<file path="config.mk">
export PLATFORM = sky130hd
export DESIGN_NAME = iacs_core
export DESIGN_NICKNAME = d
export VERILOG_FILES = /design/src/core/iacs_pkg.sv /design/src/core/iacs_fifo.sv /design/src/core/iacs_core.sv
export VERILOG_INCLUDE_DIRS = /design/src /design/src/core
export SDC_FILE = /design/constraint.sdc
export NUM_CORES = 1
export LEC_CHECK = 0
export BUFFER_PORTS_ARGS = -buffer_cell sky130_fd_sc_hd__buf_2
export CAP_MARGIN = 40
export CORE_MARGIN = 4
export CORE_UTILIZATION = 40
export CTS_CLUSTER_SIZE = 16
export DETAILED_ROUTE_END_ITERATION = 10
export PLACE_DENSITY = 0.64
export RECOVER_POWER = 100
export SLEW_MARGIN = 30
export SYNTH_ARGS = -nofsm -noshare
export SYNTH_HDL_FRONTEND = slang
export SYNTH_SLANG_ARGS = --single-unit
export TNS_END_PERCENT = 10
</file>
<file path="constraint.sdc">
create_clock -name clk -period 2.6 [get_ports clk]
set_input_delay 0.13 -clock clk [delete_from_list [all_inputs] [get_ports clk]]
set_output_delay 0.13 -clock clk [all_outputs]
set_load 0.005 [all_outputs]
</file>
<file path="src/core/iacs_regs.svh">
`ifndef IACS_REGS_SVH
`define IACS_REGS_SVH
// ************************************************************
// timing and field constants
// ************************************************************
// conversion clock rate in hz (20 mhz)
`define IACS_CLK_HZ 20000000
// pipeline depth and total sample-to-output latency in cycles
`define IACS_PIPE_DEPTH 12
`define IACS_LATENCY 15
// calibration times in ms, nominal and longest
`define IACS_CAL_NOM_MS 200
`define IACS_CAL_MAX_MS 550
// cycles for nominal calibration, rounded down so it stays within the longest time
`define IACS_CAL_CYCLES ((`IACS_CLK_HZ / 1000) * `IACS_CAL_NOM_MS)
// longest calibration in cycles
`define IACS_CAL_MAX_CYCLES ((`IACS_CLK_HZ / 1000) * `IACS_CAL_MAX_MS)
// sample width
`define IACS_DATA_W 10
// divider select codes: low, floating, high
`define IACS_DIV_PIN_LOW 2'h0
`define IACS_DIV_PIN_FLOAT 2'h1
`define IACS_DIV_PIN_HIGH 2'h2
// output fifo
`define IACS_FIFO_DEPTH 32
`endif

</file>
<file path="src/core/iacs_pkg.sv">
package iacs_pkg;
  // calibration sequencer states
  typedef enum logic [1:0] {
    IACS_ST_RESET = 2'b00, // trigger held low
    IACS_ST_CAL = 2'b01, // calibrating, inputs disconnected
    IACS_ST_RUN = 2'b10 // normal conversion
  } iacs_state_t;
endpackage

</file>
<file path="src/core/iacs_fifo.sv">
`timescale 1ns/100ps
// ************************************************************
// sample fifo, valid/ready on both sides
// ************************************************************
module iacs_fifo #(
  parameter int WIDTH = 11,
  parameter int DEPTH = 32
) (
  input wire logic clk,
  input wire logic rst_n,
  input wire logic ce,
  input wire logic [WIDTH-1:0] in_data,
  input wire logic in_valid,
  output logic in_ready,
  output logic [WIDTH-1:0] out_data,
  output logic out_valid,
  input wire logic out_ready
);
  localparam int AW = $clog2(DEPTH);
  typedef struct packed {
    logic [AW:0] wr; // write pointer with wrap bit
    logic [AW:0] rd; // read pointer with wrap bit
  } iacs_fifo_st_t;
  iacs_fifo_st_t st_reg, st_next;
  logic [WIDTH-1:0] mem [DEPTH]; // storage, not reset to save area
  logic full, empty, push, pop;
  // flags from pointer compare
  always_comb begin
    empty = (st_reg.wr == st_reg.rd);
    full = (st_reg.wr[AW] != st_reg.rd[AW]) && (st_reg.wr[AW-1:0] == st_reg.rd[AW-1:0]);
    push = ce && in_valid && !full;
    pop = ce && out_ready && !empty;
    st_next = st_reg;
    if (push) begin
      st_next.wr = st_reg.wr + 1'b1;
    end
    if (pop) begin
      st_next.rd = st_reg.rd + 1'b1;
    end
  end
  assign in_ready = !full;
  assign out_valid = !empty;
  assign out_data = mem[st_reg.rd[AW-1:0]];
  // pointer register
  always_ff @(posedge clk) begin
    if (!rst_n) begin
      st_reg <= '0;
    end else begin
      st_reg <= st_next;
    end
    if (push) begin
      mem[st_reg.wr[AW-1:0]] <= in_data;
    end
  end
endmodule

</file>
<file path="src/core/iacs_core.sv">
`timescale 1ns/100ps
`include "iacs_regs.svh"
// How it works
// - samples leave the latency line fifteen cycles after capture at full rate
// - cores alternate on successive conversion edges
// - gain, offset, skew trims; calibration skips skew
// - calibration disconnects input, then loads trims
// - power-up calibration starts once supplies good
// - calibration begins on trigger rising edge
// - over-range forced high from trigger low
// - real over-range still wins after calibration
// - output clock low while trigger low
// - calibration nominal 200ms, under 550ms
// - divider pin: low halves, float passes, high barred
// - serial divider setting overrides the pin
// - edge dropping only in divide-by-two
// - serial settings cross domains via synchronisers
module iacs_core #(
  parameter int CAL_CYCLES = `IACS_CAL_CYCLES
) (
  input wire logic clk,
  input wire logic rst_n,
  input wire logic ce,
  input wire logic recal_trigger_n,
  input wire logic supplies_good,
  input wire logic [1:0] divider_select_pin,
  input wire logic spi_div_override,
  input wire logic spi_div_by2,
  input wire logic edge_drop_req,
  input wire logic [7:0] spi_gain_trim,
  input wire logic [7:0] spi_offset_trim,
  input wire logic [7:0] spi_skew_trim,
  input wire logic [9:0] analog_sample,
  input wire logic analog_over_range,
  input wire logic serial_readback_line,
  output logic output_sample_clock,
  output logic [9:0] sample_data,
  output logic over_range,
  output logic sample_valid,
  input wire logic sample_ready,
  output logic sample_overflow,
  output logic input_disconnect,
  output logic core_sel,
  output logic cal_done,
  output logic div_by2_active,
  output logic div_pin_error,
  output logic [7:0] gain_trim,
  output logic [7:0] offset_trim,
  output logic [7:0] skew_trim
);
  // ************************************************************
  // state
  // ************************************************************
  localparam int CW = $clog2(`IACS_CAL_MAX_CYCLES + 1);
  localparam logic [CW-1:0] CAL_LAST = CW'(CAL_CYCLES - 1);
  localparam int LW = `IACS_DATA_W + 1;
  typedef struct packed {
    iacs_pkg::iacs_state_t st; // sequencer state
    logic [1:0] trig_s; // trigger synchroniser
    logic [1:0] sup_s; // supply detector synchroniser
    logic [1:0] div_s0; // pin synchroniser, first stage
    logic [1:0] div_s1; // pin synchroniser, second stage
    logic [2:0] ovr_s0; // override, by2, drop, first stage
    logic [2:0] ovr_s1; // second stage
    logic [23:0] trim_s0; // trims first stage
    logic [23:0] trim_s1; // trims second stage
    logic [1:0] an_or_s; // over-range synchroniser
    logic trig_prev; // for rising edge detect
    logic por_done; // power-up calibration launched
    logic [CW-1:0] cal_cnt; // calibration cycle count
    logic div_ph; // divide-by-two phase
    logic core; // active core
    logic oclk; // output sample clock
    logic [LW*`IACS_LATENCY-1:0] pipe; // latency line, {or,data} words
    logic [`IACS_LATENCY-1:0] pv; // valid line
    logic [7:0] g, o, k; // applied trims
    logic dn; // calibration done
    logic ovf; // fifo overflow sticky
    logic orr; // over-range output
    logic disc; // input disconnected, registered for a clean pin
    logic d2; // divide-by-two in force, registered
    logic perr; // barred divider pin level seen, registered
  } iacs_st_t;
  iacs_st_t s_reg, s_next;
  logic f_in_ready;
  logic f_valid;
  logic [LW-1:0] f_data;
  logic sel_by2;
  logic adv;
  logic trig_rise;
  // ************************************************************
  // helper: effective divide mode
  // ************************************************************
  function automatic logic div_mode(input logic ovr, input logic by2, input logic [1:0] pin);
    if (ovr) begin
      div_mode = by2;
    end else begin
      div_mode = (pin == `IACS_DIV_PIN_LOW);
    end
  endfunction
  // ************************************************************
  // next state
  // ************************************************************
  always_comb begin
    s_next = s_reg;
    // all external levels except analog_sample, sample_ready and the unread serial_readback_line go through two flip-flops
    s_next.trig_s = {s_reg.trig_s[0], recal_trigger_n};
    s_next.sup_s = {s_reg.sup_s[0], supplies_good};
    s_next.div_s0 = divider_select_pin;
    s_next.div_s1 = s_reg.div_s0;
    s_next.ovr_s0 = {spi_div_override, spi_div_by2, edge_drop_req};
    s_next.ovr_s1 = s_reg.ovr_s0;
    s_next.trim_s0 = {spi_gain_trim, spi_offset_trim, spi_skew_trim};
    s_next.trim_s1 = s_reg.trim_s0;
    s_next.an_or_s = {s_reg.an_or_s[0], analog_over_range};
    s_next.trig_prev = s_reg.trig_s[1];
    sel_by2 = div_mode(s_reg.ovr_s1[2], s_reg.ovr_s1[1], s_reg.div_s1);
    trig_rise = s_reg.trig_s[1] && !s_reg.trig_prev;
    // divider: by-two advances every other edge; edge drop only here
    adv = 1'b1;
    if (sel_by2) begin
      s_next.div_ph = s_reg.div_ph ^ !s_reg.ovr_s1[0];
      // a held drop request swallows edges rather than freezing on an advance
      adv = s_reg.div_ph && !s_reg.ovr_s1[0];
    end else begin
      s_next.div_ph = 1'b0;
    end
    s_next.oclk = 1'b0;
    s_next.pv = {s_reg.pv[`IACS_LATENCY-2:0], 1'b0};
    case (s_reg.st)
      iacs_pkg::IACS_ST_RESET: begin
        s_next.dn = 1'b0;
        s_next.cal_cnt = '0;
        // power-up waits for supplies, user recal for trigger edge
        if (trig_rise && (s_reg.sup_s[1] || s_reg.por_done)) begin
          s_next.st = iacs_pkg::IACS_ST_CAL;
          s_next.por_done = 1'b1;
        end
      end
      iacs_pkg::IACS_ST_CAL: begin
        s_next.cal_cnt = s_reg.cal_cnt + 1'b1;
        if (s_reg.cal_cnt == CAL_LAST) begin
          s_next.st = iacs_pkg::IACS_ST_RUN;
          s_next.dn = 1'b1;
          // calibration loads gain/offset only, skew stays serial
          s_next.g = s_reg.trim_s1[23:16];
          s_next.o = s_reg.trim_s1[15:8];
        end
      end
      iacs_pkg::IACS_ST_RUN: begin
        s_next.k = s_reg.trim_s1[7:0];
        if (adv) begin
          s_next.core = !s_reg.core;
          s_next.oclk = 1'b1;
          s_next.pipe = {s_reg.pipe[LW*(`IACS_LATENCY-1)-1:0],
                         s_reg.an_or_s[1], analog_sample};
          s_next.pv = {s_reg.pv[`IACS_LATENCY-2:0], 1'b1};
        end
      end
      default: begin
        s_next.st = iacs_pkg::IACS_ST_RESET;
      end
    endcase
    // low trigger aborts anything and restarts
    if (!s_reg.trig_s[1]) begin
      s_next.st = iacs_pkg::IACS_ST_RESET;
      s_next.oclk = 1'b0;
    end
    // forced high outside run, real flag afterwards
    if (s_next.st != iacs_pkg::IACS_ST_RUN) begin
      s_next.orr = 1'b1;
    end else if (s_reg.pv[`IACS_LATENCY-1]) begin
      s_next.orr = s_reg.pipe[LW*`IACS_LATENCY-1];
    end
    // output flags registered so each of these flag pins leaves a flip-flop
    s_next.disc = (s_next.st != iacs_pkg::IACS_ST_RUN);
    s_next.d2 = sel_by2;
    s_next.perr = (s_reg.div_s1 == `IACS_DIV_PIN_HIGH);
    // no back-pressure upstream of a converter: overflow is sticky
    if (s_reg.pv[`IACS_LATENCY-1] && !f_in_ready) begin
      s_next.ovf = 1'b1;
    end
  end
  // ************************************************************
  // register
  // ************************************************************
  always_ff @(posedge clk) begin
    if (!rst_n) begin
      s_reg <= '0;
      s_reg.st <= iacs_pkg::IACS_ST_RESET;
      s_reg.orr <= 1'b1;
      s_reg.disc <= 1'b1;
    end else if (ce) begin
      s_reg <= s_next;
    end
  end
  // output fifo on the sample path
  iacs_fifo #(.WIDTH(LW), .DEPTH(`IACS_FIFO_DEPTH)) u_fifo (
    .clk(clk),
    .rst_n(rst_n),
    .ce(ce),
    .in_data(s_reg.pipe[LW*`IACS_LATENCY-1 -: LW]),
    .in_valid(s_reg.pv[`IACS_LATENCY-1]),
    .in_ready(f_in_ready),
    .out_data(f_data),
    .out_valid(f_valid),
    .out_ready(sample_ready)
  );
  // ************************************************************
  // outputs
  // ************************************************************
  assign output_sample_clock = s_reg.oclk;
  assign over_range = s_reg.orr;
  assign sample_data = f_data[9:0];
  assign sample_valid = f_valid;
  assign sample_overflow = s_reg.ovf;
  assign input_disconnect = s_reg.disc;
  assign core_sel = s_reg.core;
  assign cal_done = s_reg.dn;
  assign div_by2_active = s_reg.d2;
  assign div_pin_error = s_reg.perr;
  assign gain_trim = s_reg.g;
  assign offset_trim = s_reg.o;
  assign skew_trim = s_reg.k;
endmodule

</file>
# --- Yosys cells after proc, flatten, opt, wreduce, memory -nomap -nowiden ---
# Memories as Yosys holds them, arrays and structs flattened. A register that Yosys moved wholly into a read port is not among the register bits.
# Cells that the tools add are included.
word_totals:
  mem_bits_rw: 352
  n_memories: 1
  register_bits: 317
  output_inout_bits: 43
  elab_cells: 89
  input_bits: 47
mem_list:
  columns: ["name", "words", "word_bits", "rd", "rd_ports_with_merged_regs", "write_ports", "line", "text"]
  rows:
  - ["u_fifo.mem", 32, 11, 1, 1, 1, "iacs_fifo.sv:25", "logic [WIDTH-1:0] mem [DEPTH];"]
classes:
  n_eq_ne: 9
  reduce_logical: 27
  mux: 19
  add_sub_neg: 3
  bitwise_logic: 1
op_table:
  columns: ["op", "n"]
  rows:
  - ["two-way mux 181 bit", 2]
  - ["one-hot mux 24 bit (2 select lines)", 1]
  - ["adder 24 x 1 -> 24 bit (second input constant)", 1]
  - ["equality test 24 x 22 -> 1 bit (second input constant)", 1]
  - ["adder 6 x 1 -> 6 bit (second input constant)", 2]
  - ["AND reduction 3 bit", 4]
  - ["two-way mux 5 bit", 2]
  - ["logical AND 1 bit", 9]
  - ["two-way mux 1 bit", 9]
  - ["AND reduction 2 bit", 4]
  - ["equality test 6 bit", 1]
  - ["two-way mux 2 bit", 3]
  - ["one-hot mux 2 bit (3 select lines)", 1]
  - ["equality test 5 bit", 1]
  - ["zero test 1 bit", 5]
  - ["equality test 2 bit (second input constant)", 2]
  - ["zero test 2 bit", 2]
  - ["inequality test 2 bit (second input constant)", 2]
  - ["nonzero test 2 bit", 2]
  - ["equality test 2 x 1 -> 1 bit (second input constant)", 1]
  - ["one-hot mux 1 bit (2 select lines)", 1]
  - ["logical OR 1 bit", 1]
  - ["inequality test 1 bit", 1]
  - ["bitwise XOR 1 bit", 1]

# --- Depth between registers and ports, before layout ---
depth:
  depth_word: 9
  depth_mapped: 7
  depth_no_buf: 5

# --- Modules after synthesis ---
# A second synthesis with hierarchy kept.
hier_totals:
  hier_cells: 2231
  area_unflattened_um2: 26251.4
modules_own_cells:
  columns: ["module", "cells_each", "area_each_um2", "n_inst", "seq_area_each_um2"]
  rows:
  - ["iacs_fifo", 879, 14695.3, 1, 10910.5]
  - ["iacs_core", 1352, 11556.1, 1, 6105.9]

# --- Worst setup path after synthesis ---
# Ideal clock, no wire load.
synth_path:
  path_kind: "flip-flop to flip-flop"
  from: "register u_fifo.st_reg[6] (netlist name)"
  to: "memory u_fifo.mem[11][0] (enable)"
  setup_slack_ps: 304
  setup_ps: 376
  period_less_slack_ps: 2296
  t_required_ps: 2224
  t_arrival_ps: 1920
  path_stages_with_launch: 6
  cell_sequence: "dfxtp_1 xor2_1 nor3_1 a21oi_1 nand2_1 nor2_1"
synth_via:
  elab_chain_cells: 6
synth_lines:
  columns: ["item", "line", "text"]
  rows:
  - ["from (decl)", "iacs_fifo.sv:24", "iacs_fifo_st_t st_reg, st_next;"]
  - ["from (signal assigned)", "iacs_fifo.sv:49", "st_reg <= st_next;"]
  - ["equality test 5 bit", "iacs_fifo.sv:30", "full = (st_reg.wr[AW] != st_reg.rd[AW]) && (st_reg.wr[AW-1:0] == st_reg.rd[AW-1:0]);"]
  - ["logical AND 1 bit", "iacs_fifo.sv:30", null]
  - ["zero test 1 bit", "iacs_fifo.sv:31", "push = ce && in_valid && !full;"]
  - ["logical AND 1 bit", "iacs_fifo.sv:31", null]
  - ["two-way mux 1 bit", "iacs_fifo.sv:51", "if (push) begin"]
  - ["two-way mux 1 bit (implied by the code)", "iacs_fifo.sv:52", "mem[st_reg.wr[AW-1:0]] <= in_data;"]
  - ["to (decl)", "iacs_fifo.sv:25", null]
# Parallel ways exist; a longest one is shown, timed or not.

==> impl_metrics.yaml <==
clock_network:
  post-cts-setup-buffer-count: 0
  htree_levels: 3
  clk_pin_slew_worst_paths_ps: 60
  clk_path_buf_depth: 3
  clockRootBuffer: "clkbuf_16"
  cts_tree: "built"
  cts.sinks: 642
  clock_latency_ps: 600
  cts_buffers: 66
status:
  violations: "max-capacitance violations, max-slew violations"
  outcome: "finished, violations left"
floorplanning:
  die_x_um: 255.5
  coreArea_um2: 60470
  rows: 90
  die_y_um: 255.5
  start_util: 0.4053
  dieArea_um2: 65290
  io_pins: 90
yosys:
  ys_ff_latch: 642
  synthFlopType: "dfxtp_1"
  yosys-top-cells-count: "nand2_1, dfxtp_1, edfxtp_1, mux2i_1"
  yosysTopAreaCell: "edfxtp_1"
  ys_top_cells_by_area: "edfxtp_1, dfxtp_1, mux2i_1"
  async_flop_share: 0
  yosys_warnings: 0
  synth_area_um2: 24510
  synth.avg_cell_area_um2: 11.82
  synth.most_common_cell: "nand2_1"
  yosys.cell_types.count: 56
  yosysSeqAreaShare: 0.6552
  post-synth-top-area-fraction: 0.3921
  synth_edf_count: 320
  syn_inst: 2074
  syn-num-nets: 2128
routing:
  ant_nets: 0
  route.vias.total: 15420
  drt-total-wl_um: 51700
  drcViolationCount: 0
  first_pass_iters: 5
  drt_iter0_markers: 1063
  routedWlPerCell_um: 17.02
  vias_per_cell: 5.074
power_and_ir_drop:
  combinationalPowerShare: 0.017
  switching_share: 0.2050
  p_per_area_nw_per_um2: 710.9
  p_seq_frac: 0.524
  leakagePower_nw: 10.07
  p_sw_w: 0.004143
  pwr-share-clk: 0.459
  finalPower_w: 0.02021
  internal_power_w: 0.01607
  ir_drop_mv: 0.4589
global_routing:
  grt_usage: 0.1541
  grtUsageMet1: 0.2047
  grt_pass1_vias: 15070
  grt_util_met2: 0.2501
  met3_usage: 0.04254
  antenna_found_initial: 1
  grt-ovfl-total: 0
  busiest_layer: "met2"
  grt_pass1_wl_um: 82080
  grt_max_degree: 89
timing:
  worst_pin_slew_ps: 1926
  slew-limit-headroom: -0.2840
  fin_crit_ps: 2493
  finalMaxSlewViolations: 234
  finalSetupViolations: 0
  rsz0062_at_grt: "yes"
  clock.fmax_mhz: 401.1
  setup_slack_ps: 106.7
  finClkSkew_ps: 13.88
  hold_violations: 0
  min_period_over_period: 0.9590
worst_setup_path:
  reg2reg_depth: 8
  cp-start-kind: "flop"
  r2r_start: "u_fifo.st_reg[6]"
  crit_type: "reg2out"
  cp.arrival_ps: 2360
  worstSetupEndpointType: "output port"
  cp.required_ps: 2470
  r2r_setup_slack_ps: 200
  regToRegEndpoint: "u_fifo.mem[31][4]"
  path_max_fanout: 42
flow_run:
  cap_violations: 7
hold_path:
  hp-start: "edge_drop_req"
  holdPathStages: 4
  min_path_type: "in2reg"
  whs_endpoint: "s_next[289]"
layout:
  syn_to_final_growth_pct: 16.00
  final_nets: 2260
  num_antenna_cells: 0
  fillCellCount: 5403
  layout-drive-gt1-share: 0.1055
  largest_reg_flops: 320
placed_design:
  hpwl_um: 30400
  place.gp.congestion: 0.7895
  dp_slack_ps: 473.8
  io_buffers: 88
[cells by family after synthesis]
group,count (synthesis),share of synthesized area
xor+xnor,33,0.01179
mux,259,0.1058
compound gates,288,0.07230
flops,642,0.6552
buf+inv,159,0.03002
fa+ha+maj,7,0.003574
simple gates,686,0.1214
[per-layer routing]
layer / wire length (um) / share of wire
met4: 1290 / 0.025
met5: 13 / 0.00025
met1: 23100 / 0.45
met3: 3023 / 0.058
met2: 24270 / 0.47
[cell type report]
cell class	count	area, um^2	area share
well taps	782	978.4	0.03442
clock inverters	31	326.6	0.01149
flip-flops and latches	642	16060	0.5649
clock buffers	87	1832	0.06444
multi-input cells	1273	7729	0.2719
inverters	7	30.03	0.001056
repair buffers	216	1473	0.05180
[cells in the final DEF (no fill, tap or decap), drive strengths merged, types with 47 or more instances in the layout]
cell / n
dlygate4sd3: 48
a21boi: 47
buf: 79
edfxtp: 320
a21oi: 151
dfxtp: 322
mux2i: 259
a22oi: 70
nor2: 151
nand2: 374
clkbuf: 176
nand3: 67
[worst max path at each step]
stage,startpoint,endpoint,slack (ps),depth (start not counted)
2_1_floorplan,u_fifo.st_reg[6],u_fifo.mem[11][0],300,5
3_3_place_gp,u_fifo.st_reg[6],u_fifo.mem[27][9],490,8
3_5_place_dp,u_fifo.st_reg[6],u_fifo.mem[27][5],470,8
4_1_cts,flop,sample_data[5],20,6
5_1_grt,flop,sample_data[0],-2,6
6_report,flop,sample_data[2],110,6
[metrics by stage]
step / cells / util / cell area [um^2] / hold WS, ps / setup TNS [ps]
3_3_place_gp: 2871 / 0.4297 / 25980 / 366.0 / 0
4_1_cts: 3037 / 0.4735 / 28630 / 265.4 / 0
5_1_grt: 3038 / 0.4701 / 28430 / 310.5 / -4.182
3_5_place_dp: 2871 / 0.4297 / 25980 / 376.1 / 0
6_report: 3038 / 0.4701 / 28430 / 313.0 / 0
2_1_floorplan: 2074 / - / 24510 / 266.0 / 0
[power groups by stage]
stage                     Sequential [W]  Clock, W  Combinational (W)
after floorplan                   0.0108         0           0.000202
after global placement            0.0108         0           0.000276
after detailed placement          0.0108         0           0.000285
after CTS                         0.0106   0.00952           0.000345
after global routing              0.0106   0.00991           0.000373
final                             0.0106   0.00927           0.000340
[critical path: stages, from the launching register on]
cell and delay [ps]:
dfxtp_4 440, buf_16 290, mux2i_1 320, a22oi_1 150, nand3_1 190, nand4_1 190
clkbuf_1 160
[what timing repair did]
item / in CTS / in global routing
hold buffers: 48 / 0
setup endpoints to repair: 10 / 10
hold endpoints to repair: 59 / 0
pin swaps: 0 / 0
resized for setup: 2 / 10
Power figures use the tool's default switching activity.
